File: src/lvm_consts.svh
// constant definitions for the low-voltage reset monitor
`ifndef LVM_CONSTS_SVH
`define LVM_CONSTS_SVH

// ----------------------------------------------------------------
// register byte offsets
// ----------------------------------------------------------------
`define LVM_CTRL_OFS       8'h00
`define LVM_STATUS_OFS     8'h04
`define LVM_EVENT_OFS      8'h08
`define LVM_MASK_OFS       8'h0C

// ----------------------------------------------------------------
// field positions
// ----------------------------------------------------------------
`define LVM_CTRL_PWR_BIT   0
`define LVM_CTRL_RST_BIT   1
`define LVM_CTRL_STOP_BIT  2
`define LVM_STAT_FLAG_BIT  7
`define LVM_EVT_RESET_BIT  0
`define LVM_EVT_FLAG_BIT   1

// ----------------------------------------------------------------
// reset values
// ----------------------------------------------------------------
`define LVM_CTRL_RESET     1'b1
`define LVM_STOPEN_RESET   1'b0
`define LVM_EVT_RESET      2'h0
`define LVM_MASK_RESET     2'h0

// ----------------------------------------------------------------
// filter counts
// ----------------------------------------------------------------
`define LVM_CPU_FILTER     9
`define LVM_FLAG_MIN       32
`define LVM_FLAG_MAX       40
`define LVM_FLAG_SET       36

`endif

File: src/lvm_pkg.sv
// types shared by the low-voltage reset monitor
package lvm_pkg;

   // ----------------------------------------------------------------
   // configuration bits
   // ----------------------------------------------------------------
   typedef struct packed {
      logic stop_mode_monitor_enable;
      logic low_voltage_reset_enable;
      logic monitor_power_enable;
   } cfg_s;

   // ----------------------------------------------------------------
   // apb request group
   // ----------------------------------------------------------------
   typedef struct packed {
      logic        psel;
      logic        penable;
      logic        pwrite;
      logic [7:0]  paddr;
      logic [31:0] pwdata;
   } apb_req_s;

   // ----------------------------------------------------------------
   // reset generator state
   // ----------------------------------------------------------------
   typedef enum logic [0:0] {
      MON_RUN,
      MON_RESET
   } mon_state_e;

endpackage

File: src/low_voltage_reset_monitor.sv
// low-voltage reset monitor: filters, reset generation, status and apb registers
// Functional notes
// - monitor is enabled straight out of reset, no software needed.
// - monitor power bit clear ignores comparator; no flag change, no reset.
// - reset only after supply low for nine or more consecutive cpu cycles.
// - held reset releases after one cpu cycle above the rising level.
// - external reset pin pulled low while low-voltage reset is active.
// - flag follows comparator and reads without side effects.
// - power set, reset enable clear: flag updates, never any reset.
// - reset needs both power and reset enable set.
// - flag sets after 32 to 40 crystal cycles low, clears above rising.
// - system reset clears the status flag.
// - monitor raises no processor interrupt; outputs are flag and reset (code adds event_irq from masked event flags).
// - in wait mode monitor keeps filtering and updating while powered.
// - in wait mode a qualified trip resets and leaves wait mode.
// - in stop with stop monitor set, trip bypasses filter to reset.
// - in stop with stop monitor clear, monitor is inactive.
`timescale 1ns/1ps
`include "lvm_consts.svh"

module low_voltage_reset_monitor
   import lvm_pkg::*;
#(
   parameter int CPU_FILTER = `LVM_CPU_FILTER,
   parameter int FLAG_SET   = `LVM_FLAG_SET
) (
   input  wire logic        sys_clk,
   input  wire logic        reset,
   input  wire logic        psel,
   input  wire logic        penable,
   input  wire logic        pwrite,
   input  wire logic [7:0]  paddr,
   input  wire logic [31:0] pwdata,
   output logic             pready,
   output logic [31:0]      prdata,
   output logic             pslverr,
   input  wire logic        below_falling_raw,
   input  wire logic        above_rising_raw,
   input  wire logic        cpu_cycle_en,
   input  wire logic        crystal_clock_en,
   input  wire logic        wait_mode,
   input  wire logic        stop_mode,
   output logic             low_voltage_reset,
   output logic             reset_pin_out,
   output logic             reset_pin_oe,
   output logic             event_irq
);

   // ----------------------------------------------------------------
   // elaboration checks
   // ----------------------------------------------------------------
   if (CPU_FILTER < 1 || CPU_FILTER > 15) begin : g_bad_filter
      $error("CPU_FILTER must be 1 to 15");
   end
   if (FLAG_SET < `LVM_FLAG_MIN || FLAG_SET > `LVM_FLAG_MAX) begin : g_bad_flag
      $error("FLAG_SET must lie in the documented window");
   end

   localparam logic [3:0] CPU_MAX  = 4'(CPU_FILTER);
   localparam logic [5:0] FLAG_MAX = 6'(FLAG_SET);

   apb_req_s   req;
   cfg_s       cfg;
   mon_state_e state;
   logic [2:0] below_sync;
   logic [2:0] above_sync;
   logic       below;
   logic       above;
   logic       active;
   logic       bypass;
   logic [3:0] cpu_cnt;
   logic [5:0] xtal_cnt;
   logic       low_voltage_flag;
   logic [1:0] evt_status;
   logic [1:0] evt_mask;
   logic [1:0] evt_set;
   logic       wr_en;
   logic       rd_en;
   logic       mapped;
   logic       next_flag;
   logic       trip;

   assign req = '{psel, penable, pwrite, paddr, pwdata};

   // ----------------------------------------------------------------
   // comparator synchronisers
   // ----------------------------------------------------------------
   always_ff @(posedge sys_clk) begin
      if (reset) begin
         below_sync <= 3'h0;
         above_sync <= 3'h0;
      end else begin
         below_sync <= {below_sync[1:0], below_falling_raw};
         above_sync <= {above_sync[1:0], above_rising_raw};
      end
   end

   // settled levels: a change counts once stages two and three agree
   always_ff @(posedge sys_clk) begin
      if (reset) begin
         below <= 1'b0;
         above <= 1'b0;
      end else begin
         if (below_sync[1] == below_sync[2]) begin
            below <= below_sync[2];
         end
         if (above_sync[1] == above_sync[2]) begin
            above <= above_sync[2];
         end
      end
   end

   // ----------------------------------------------------------------
   // activity qualification
   // ----------------------------------------------------------------
   // wait mode does not gate the monitor
   assign active = cfg.monitor_power_enable &&
                   (!stop_mode || cfg.stop_mode_monitor_enable);
   assign bypass = stop_mode && cfg.stop_mode_monitor_enable;

   // ----------------------------------------------------------------
   // cpu-cycle filter
   // ----------------------------------------------------------------
   always_ff @(posedge sys_clk) begin
      if (reset) begin
         cpu_cnt <= 4'h0;
      end else if (!active || !below) begin
         cpu_cnt <= 4'h0;
      end else if (cpu_cycle_en && cpu_cnt != CPU_MAX) begin
         cpu_cnt <= cpu_cnt + 4'h1;
      end
   end

   assign trip = cfg.monitor_power_enable && cfg.low_voltage_reset_enable && active &&
                 ((cpu_cnt == CPU_MAX) || (bypass && below));

   // ----------------------------------------------------------------
   // reset generator
   // ----------------------------------------------------------------
   always_ff @(posedge sys_clk) begin
      if (reset) begin
         state <= MON_RUN;
      end else begin
         case (state)
            MON_RUN: begin
               if (trip) begin
                  state <= MON_RESET;
               end
            end
            MON_RESET: begin
               if (!cfg.monitor_power_enable || !cfg.low_voltage_reset_enable) begin
                  state <= MON_RUN;
               end else if (above && (cpu_cycle_en || stop_mode)) begin
                  state <= MON_RUN;
               end
            end
            default: begin
               state <= MON_RUN;
            end
         endcase
      end
   end

   // chip reset and open-drain pin drive low together
   always_ff @(posedge sys_clk) begin
      if (reset) begin
         low_voltage_reset <= 1'b0;
         reset_pin_out     <= 1'b0;
         reset_pin_oe      <= 1'b0;
      end else begin
         low_voltage_reset <= (state == MON_RESET);
         reset_pin_out     <= 1'b0;
         reset_pin_oe      <= (state == MON_RESET);
      end
   end

   // ----------------------------------------------------------------
   // crystal-clock flag filter
   // ----------------------------------------------------------------
   always_ff @(posedge sys_clk) begin
      if (reset) begin
         xtal_cnt <= 6'h00;
      end else if (!active || !below) begin
         xtal_cnt <= 6'h00;
      end else if (crystal_clock_en && xtal_cnt != FLAG_MAX) begin
         xtal_cnt <= xtal_cnt + 6'h01;
      end
   end

   always_comb begin
      next_flag = low_voltage_flag;
      if (active) begin
         if (above) begin
            next_flag = 1'b0;
         end else if (below && xtal_cnt == FLAG_MAX) begin
            // set only while still low, so the band keeps the old value
            next_flag = 1'b1;
         end
      end
   end

   always_ff @(posedge sys_clk) begin
      if (reset) begin
         low_voltage_flag <= 1'b0;
      end else begin
         low_voltage_flag <= next_flag;
      end
   end

   // ----------------------------------------------------------------
   // apb slave
   // ----------------------------------------------------------------
   assign wr_en  = req.psel && req.penable && pready && req.pwrite;
   assign rd_en  = req.psel && !req.penable && !req.pwrite;
   assign mapped = (req.paddr == `LVM_CTRL_OFS) || (req.paddr == `LVM_STATUS_OFS) ||
                   (req.paddr == `LVM_EVENT_OFS) || (req.paddr == `LVM_MASK_OFS);

   // no wait state: ready and read data registered from the setup cycle
   always_ff @(posedge sys_clk) begin
      if (reset) begin
         pready  <= 1'b0;
         pslverr <= 1'b0;
         prdata  <= 32'h0000_0000;
      end else begin
         pready  <= req.psel && !req.penable;
         pslverr <= req.psel && !req.penable && !mapped;
         prdata  <= 32'h0000_0000;
         if (rd_en) begin
            case (req.paddr)
               `LVM_CTRL_OFS: begin
                  prdata[`LVM_CTRL_PWR_BIT]  <= cfg.monitor_power_enable;
                  prdata[`LVM_CTRL_RST_BIT]  <= cfg.low_voltage_reset_enable;
                  prdata[`LVM_CTRL_STOP_BIT] <= cfg.stop_mode_monitor_enable;
               end
               `LVM_STATUS_OFS: begin
                  prdata[`LVM_STAT_FLAG_BIT] <= low_voltage_flag;
               end
               `LVM_EVENT_OFS: begin
                  prdata[1:0] <= evt_status;
               end
               `LVM_MASK_OFS: begin
                  prdata[1:0] <= evt_mask;
               end
               default: begin
                  prdata <= 32'h0000_0000;
               end
            endcase
         end
      end
   end

   // configuration register
   always_ff @(posedge sys_clk) begin
      if (reset) begin
         cfg.monitor_power_enable     <= `LVM_CTRL_RESET;
         cfg.low_voltage_reset_enable <= `LVM_CTRL_RESET;
         cfg.stop_mode_monitor_enable <= `LVM_STOPEN_RESET;
      end else if (wr_en && req.paddr == `LVM_CTRL_OFS) begin
         cfg.monitor_power_enable     <= req.pwdata[`LVM_CTRL_PWR_BIT];
         cfg.low_voltage_reset_enable <= req.pwdata[`LVM_CTRL_RST_BIT];
         cfg.stop_mode_monitor_enable <= req.pwdata[`LVM_CTRL_STOP_BIT];
      end
   end

   // ----------------------------------------------------------------
   // system event flags and their masked event_irq interrupt request
   // ----------------------------------------------------------------
   assign evt_set[`LVM_EVT_RESET_BIT] = trip && (state == MON_RUN);
   assign evt_set[`LVM_EVT_FLAG_BIT]  = next_flag && !low_voltage_flag;

   // set wins over a simultaneous write-one clear
   always_ff @(posedge sys_clk) begin
      if (reset) begin
         evt_status <= `LVM_EVT_RESET;
      end else if (wr_en && req.paddr == `LVM_EVENT_OFS) begin
         evt_status <= (evt_status & ~req.pwdata[1:0]) | evt_set;
      end else begin
         evt_status <= evt_status | evt_set;
      end
   end

   always_ff @(posedge sys_clk) begin
      if (reset) begin
         evt_mask <= `LVM_MASK_RESET;
      end else if (wr_en && req.paddr == `LVM_MASK_OFS) begin
         evt_mask <= req.pwdata[1:0];
      end
   end

   // masked off after reset so nothing is requested by default
   always_ff @(posedge sys_clk) begin
      if (reset) begin
         event_irq <= 1'b0;
      end else begin
         event_irq <= |(evt_status & evt_mask);
      end
   end

   // ----------------------------------------------------------------
   // assertions
   // ----------------------------------------------------------------
   localparam int CPU_A = CPU_FILTER;
   localparam int FLG_A = FLAG_SET;
endmodule

File: config.mk
export PLATFORM = sky130hd
export DESIGN_NAME = low_voltage_reset_monitor
export DESIGN_NICKNAME = d
export VERILOG_FILES = /design/src/lvm_pkg.sv /design/src/low_voltage_reset_monitor.sv
export VERILOG_INCLUDE_DIRS = /design/src
export SDC_FILE = /design/constraint.sdc
export NUM_CORES = 1
export LEC_CHECK = 0
export ABC_AREA = 0
export ABC_CLOCK_PERIOD_IN_PS = 3700
export BUFFER_PORTS_ARGS = -buffer_cell sky130_fd_sc_hd__buf_2
export CAP_MARGIN = 20
export CORE_MARGIN = 1
export CORE_UTILIZATION = 48
export CTS_CLUSTER_DIAMETER = 40
export CTS_CLUSTER_SIZE = 30
export DETAILED_ROUTE_END_ITERATION = 10
export PLACE_DENSITY = 0.87
export SYNTH_ARGS = -nofsm -noshare
export SYNTH_HDL_FRONTEND = slang
export SYNTH_SLANG_ARGS = --single-unit
export TNS_END_PERCENT = 100
File: constraint.sdc
create_clock -name sys_clk -period 3.7 [get_ports sys_clk]
set_input_delay 0.185 -clock sys_clk [delete_from_list [all_inputs] [get_ports sys_clk]]
set_output_delay 0.185 -clock sys_clk [all_outputs]
set_load 0.03 [all_outputs]
==> impl_results.md <==
* Detailed-router iteration count before antenna repair at 4
* CP max stage cell: nand3_1
* Die height at 61.0 µm
* Synth Register Bits at 35
* CP max FO at 11
* Tot Pwr at 0.684 mW
* Crit path max-delay family: compound AO/OA/AOI/OAI gates
* Routability congestion estimate at 0.846
* Placed inst area at 0.00173 mm²
* F_max at 640 MHz
* CP Launch Type: flop
* WS Path Type: reg2reg
* Nets at 268
* Post-CTS resize count at 0
* VDD IR max at 168 µV
* Cell taking the most area after synthesis: dfxtp_1
* DR vias at 1223
* Synth Instances at 183
* I/O Pins at 89
* Fin. Hold Viols at 0
* Num CTS Buffers at 5
* Initial antenna violation count at 0
* Setup Skew at 0.00670 ns
* Final Cell Area at 0.00180 mm²
* CTS Hold Bufs at 0
* Die W at 61.0 µm
* Minimum clock period at 1.56 ns
* Power density over cell area at 381 mW/mm²
* # DRC at 0
* Layout cells sized above 1 at 0.215
* Max Cap Viol at 0
* CTS tree: done
* Cell with the most instances after synthesis: dfxtp_1
* First-pass GRT wire length at 4310 µm
* Slew Limit Fails at 0
* Number of synthesized flops with an enable pin at 0
* Yosys warnings at 0
* Final period utilization at 0.422
* Endpoint class of the critical path: flop
* DR vias/cell at 4.70
* Total gr overflow at 0
* Sequential-to-total area share from yosys stat at 0.419
* Mapped Area at 0.00167 mm²
* Yosys cell types at 42
* Max stage delay on crit path at 0.40 ns
* Placed wire-length estimate at 2000 µm
* Outcome: completed
* Clock Latency Late Sink at 0.34 ns
* Most area-consuming cells after synthesis: dfxtp_1 (42%), buf_4 (13%), nor2_1 (4.7%)
* Drt total wl at 2650 µm
* CP Data Required Time at 3.94 ns
* Total Routing Usage GR at 0.163
* RSZ-0062 raised after global routing: false
* # clock sinks at 35
* Arr. time, crit path at 1.81 ns
* Ys async rst share at 0
* Setup Buffers After CTS at 0
* Synth top area share at 0.419
* CP Buf/Inv Count at 1
* Die footprint at 0.00372 mm²
* Vias in the first global route at 1026
* Floorplan row count at 21
* Critical-path cell list: inv_1 > a21boi_1 > nand3_1 > o41ai_2
* # setup viols final at 0
* CTS Buffer Depth at 2
* Most frequent cells after synthesis: dfxtp_1 (35), buf_4 (30), nor2_1 (21)
* Root buffer cell: clkbuf_4
* Layout Area Growth over Synthesis at 7.64%
* Initial drt markers at 63
* Worst hold path class: in2reg
* Leak at 0.794 nW
* Core area at 0.00334 mm²
* Syn Area/Cell at 9.13 µm²
* Register clock-pin slew on the reported worst setup and hold paths at 0.09 ns
* Initial core utilization at 0.501
* Largest net degree at the start of global routing at 21
* # diodes at 0
* Setup TNS at 0 ns
* Top FF cell, synth: dfxtp_1
* Total number of H-tree levels at 2
* ANT nets after route at 0
* IO Port Bufs at 29
* Routed len/inst at 10.2 µm
-- stage by stage --
step                cells  utilization  worst slack [ns]  hold slack (ns)
global placement      252        0.518              2.18            0.395
detailed placement    252        0.518              2.16            0.397
global route          260        0.539              2.04           0.0688
finish                260        0.539              2.14           0.0515
CTS                   260        0.539              2.15           0.0361
floorplan             211            -              2.39            0.257
-- worst register-to-register path, stage by stage, from the launching register on --
cell and delay, ns:
dfxtp_1 0.38, inv_1 0.08, a21boi_1 0.26, nand3_1 0.40
o41ai_2 0.37
-- flip-flops by register name, indices dropped and copies added, names as in the netlist, 2 cells and up --
| signal | flops |
|---|---|
| below_sync | 3 |
| evt_status | 2 |
| evt_mask | 2 |
| cfg | 3 |
| above_sync | 3 |
| xtal_cnt | 6 |
| cpu_cnt | 4 |
| prdata | 4 |
-- cell type report --
cell class	count	area (µm²)
clock buffers	8	68.8
multi-input cells	136	803
repair buffers	29	145
well taps	46	57.6
fillers	320	1540
flip-flops and latches	35	701
inverters	6	22.5
-- power breakdown --
part	total [mW]	internal, mW	switching, mW
Combinational	0.0735	0.0146	0.0588
Clock	0.230	0.112	0.118
Sequential	0.381	0.380	0.00114
-- path summary, 6_finish.rpt --
kind	depth (start not counted)	to	from	slack (ns)
setup / recovery	4	evt_status[1]$_SDFF_PP0_	cfg[2]$_SDFFE_PP0P_	2.14
hold / removal	2	below_sync[0]$_SDFF_PP0_	below_falling_raw	0.05
setup reg to reg	4	evt_status[1]$_SDFF_PP0_	cfg[2]$_SDFFE_PP0P_	2.14
hold reg to reg	1	above_sync[1]$_SDFF_PP0_	above_sync[0]$_SDFF_PP0_	0.45
-- layer usage --
| layer | part of all wire | vias to the layer above | GRT usage |
|---|---|---|---|
| met5 | 0 | - | 0 |
| met4 | 0.029 | 0 | 0.107 |
| met3 | 0.040 | 8 | 0.0384 |
| met2 | 0.49 | 37 | 0.267 |
| met1 | 0.44 | 555 | 0.192 |
| li1 | - | 623 | - |
-- layout by cell type (no fill, tap or decap), types with 2 or more instances in the layout --
cell / count
xnor2_1: 2
nor3_1: 3
inv_1: 6
a21oi_1: 10
nand3b_1: 2
clkbuf_8: 2
conb_1: 29
clkbuf_4: 5
nor2_1: 21
o21ai_0: 3
nand2_1: 10
buf_2: 29
dfxtp_1: 35
mux2i_1: 5
nand3_1: 6
ha_1: 4
nand4_1: 6
nor2b_1: 9
xor2_1: 4
-- cell families after synthesis --
group,count (synthesis),share of synthesized area
other,1,0.00225
AOI/OAI and AO/OA,23,0.0921
and+or+nand+nor,69,0.232
adders and majority gates,4,0.0300
muxes,5,0.0300
DFF,35,0.419
xor gates and xnor gates,6,0.0315
buffers and inverters,40,0.163
Note: power is estimated with default switching activity, not from simulation.
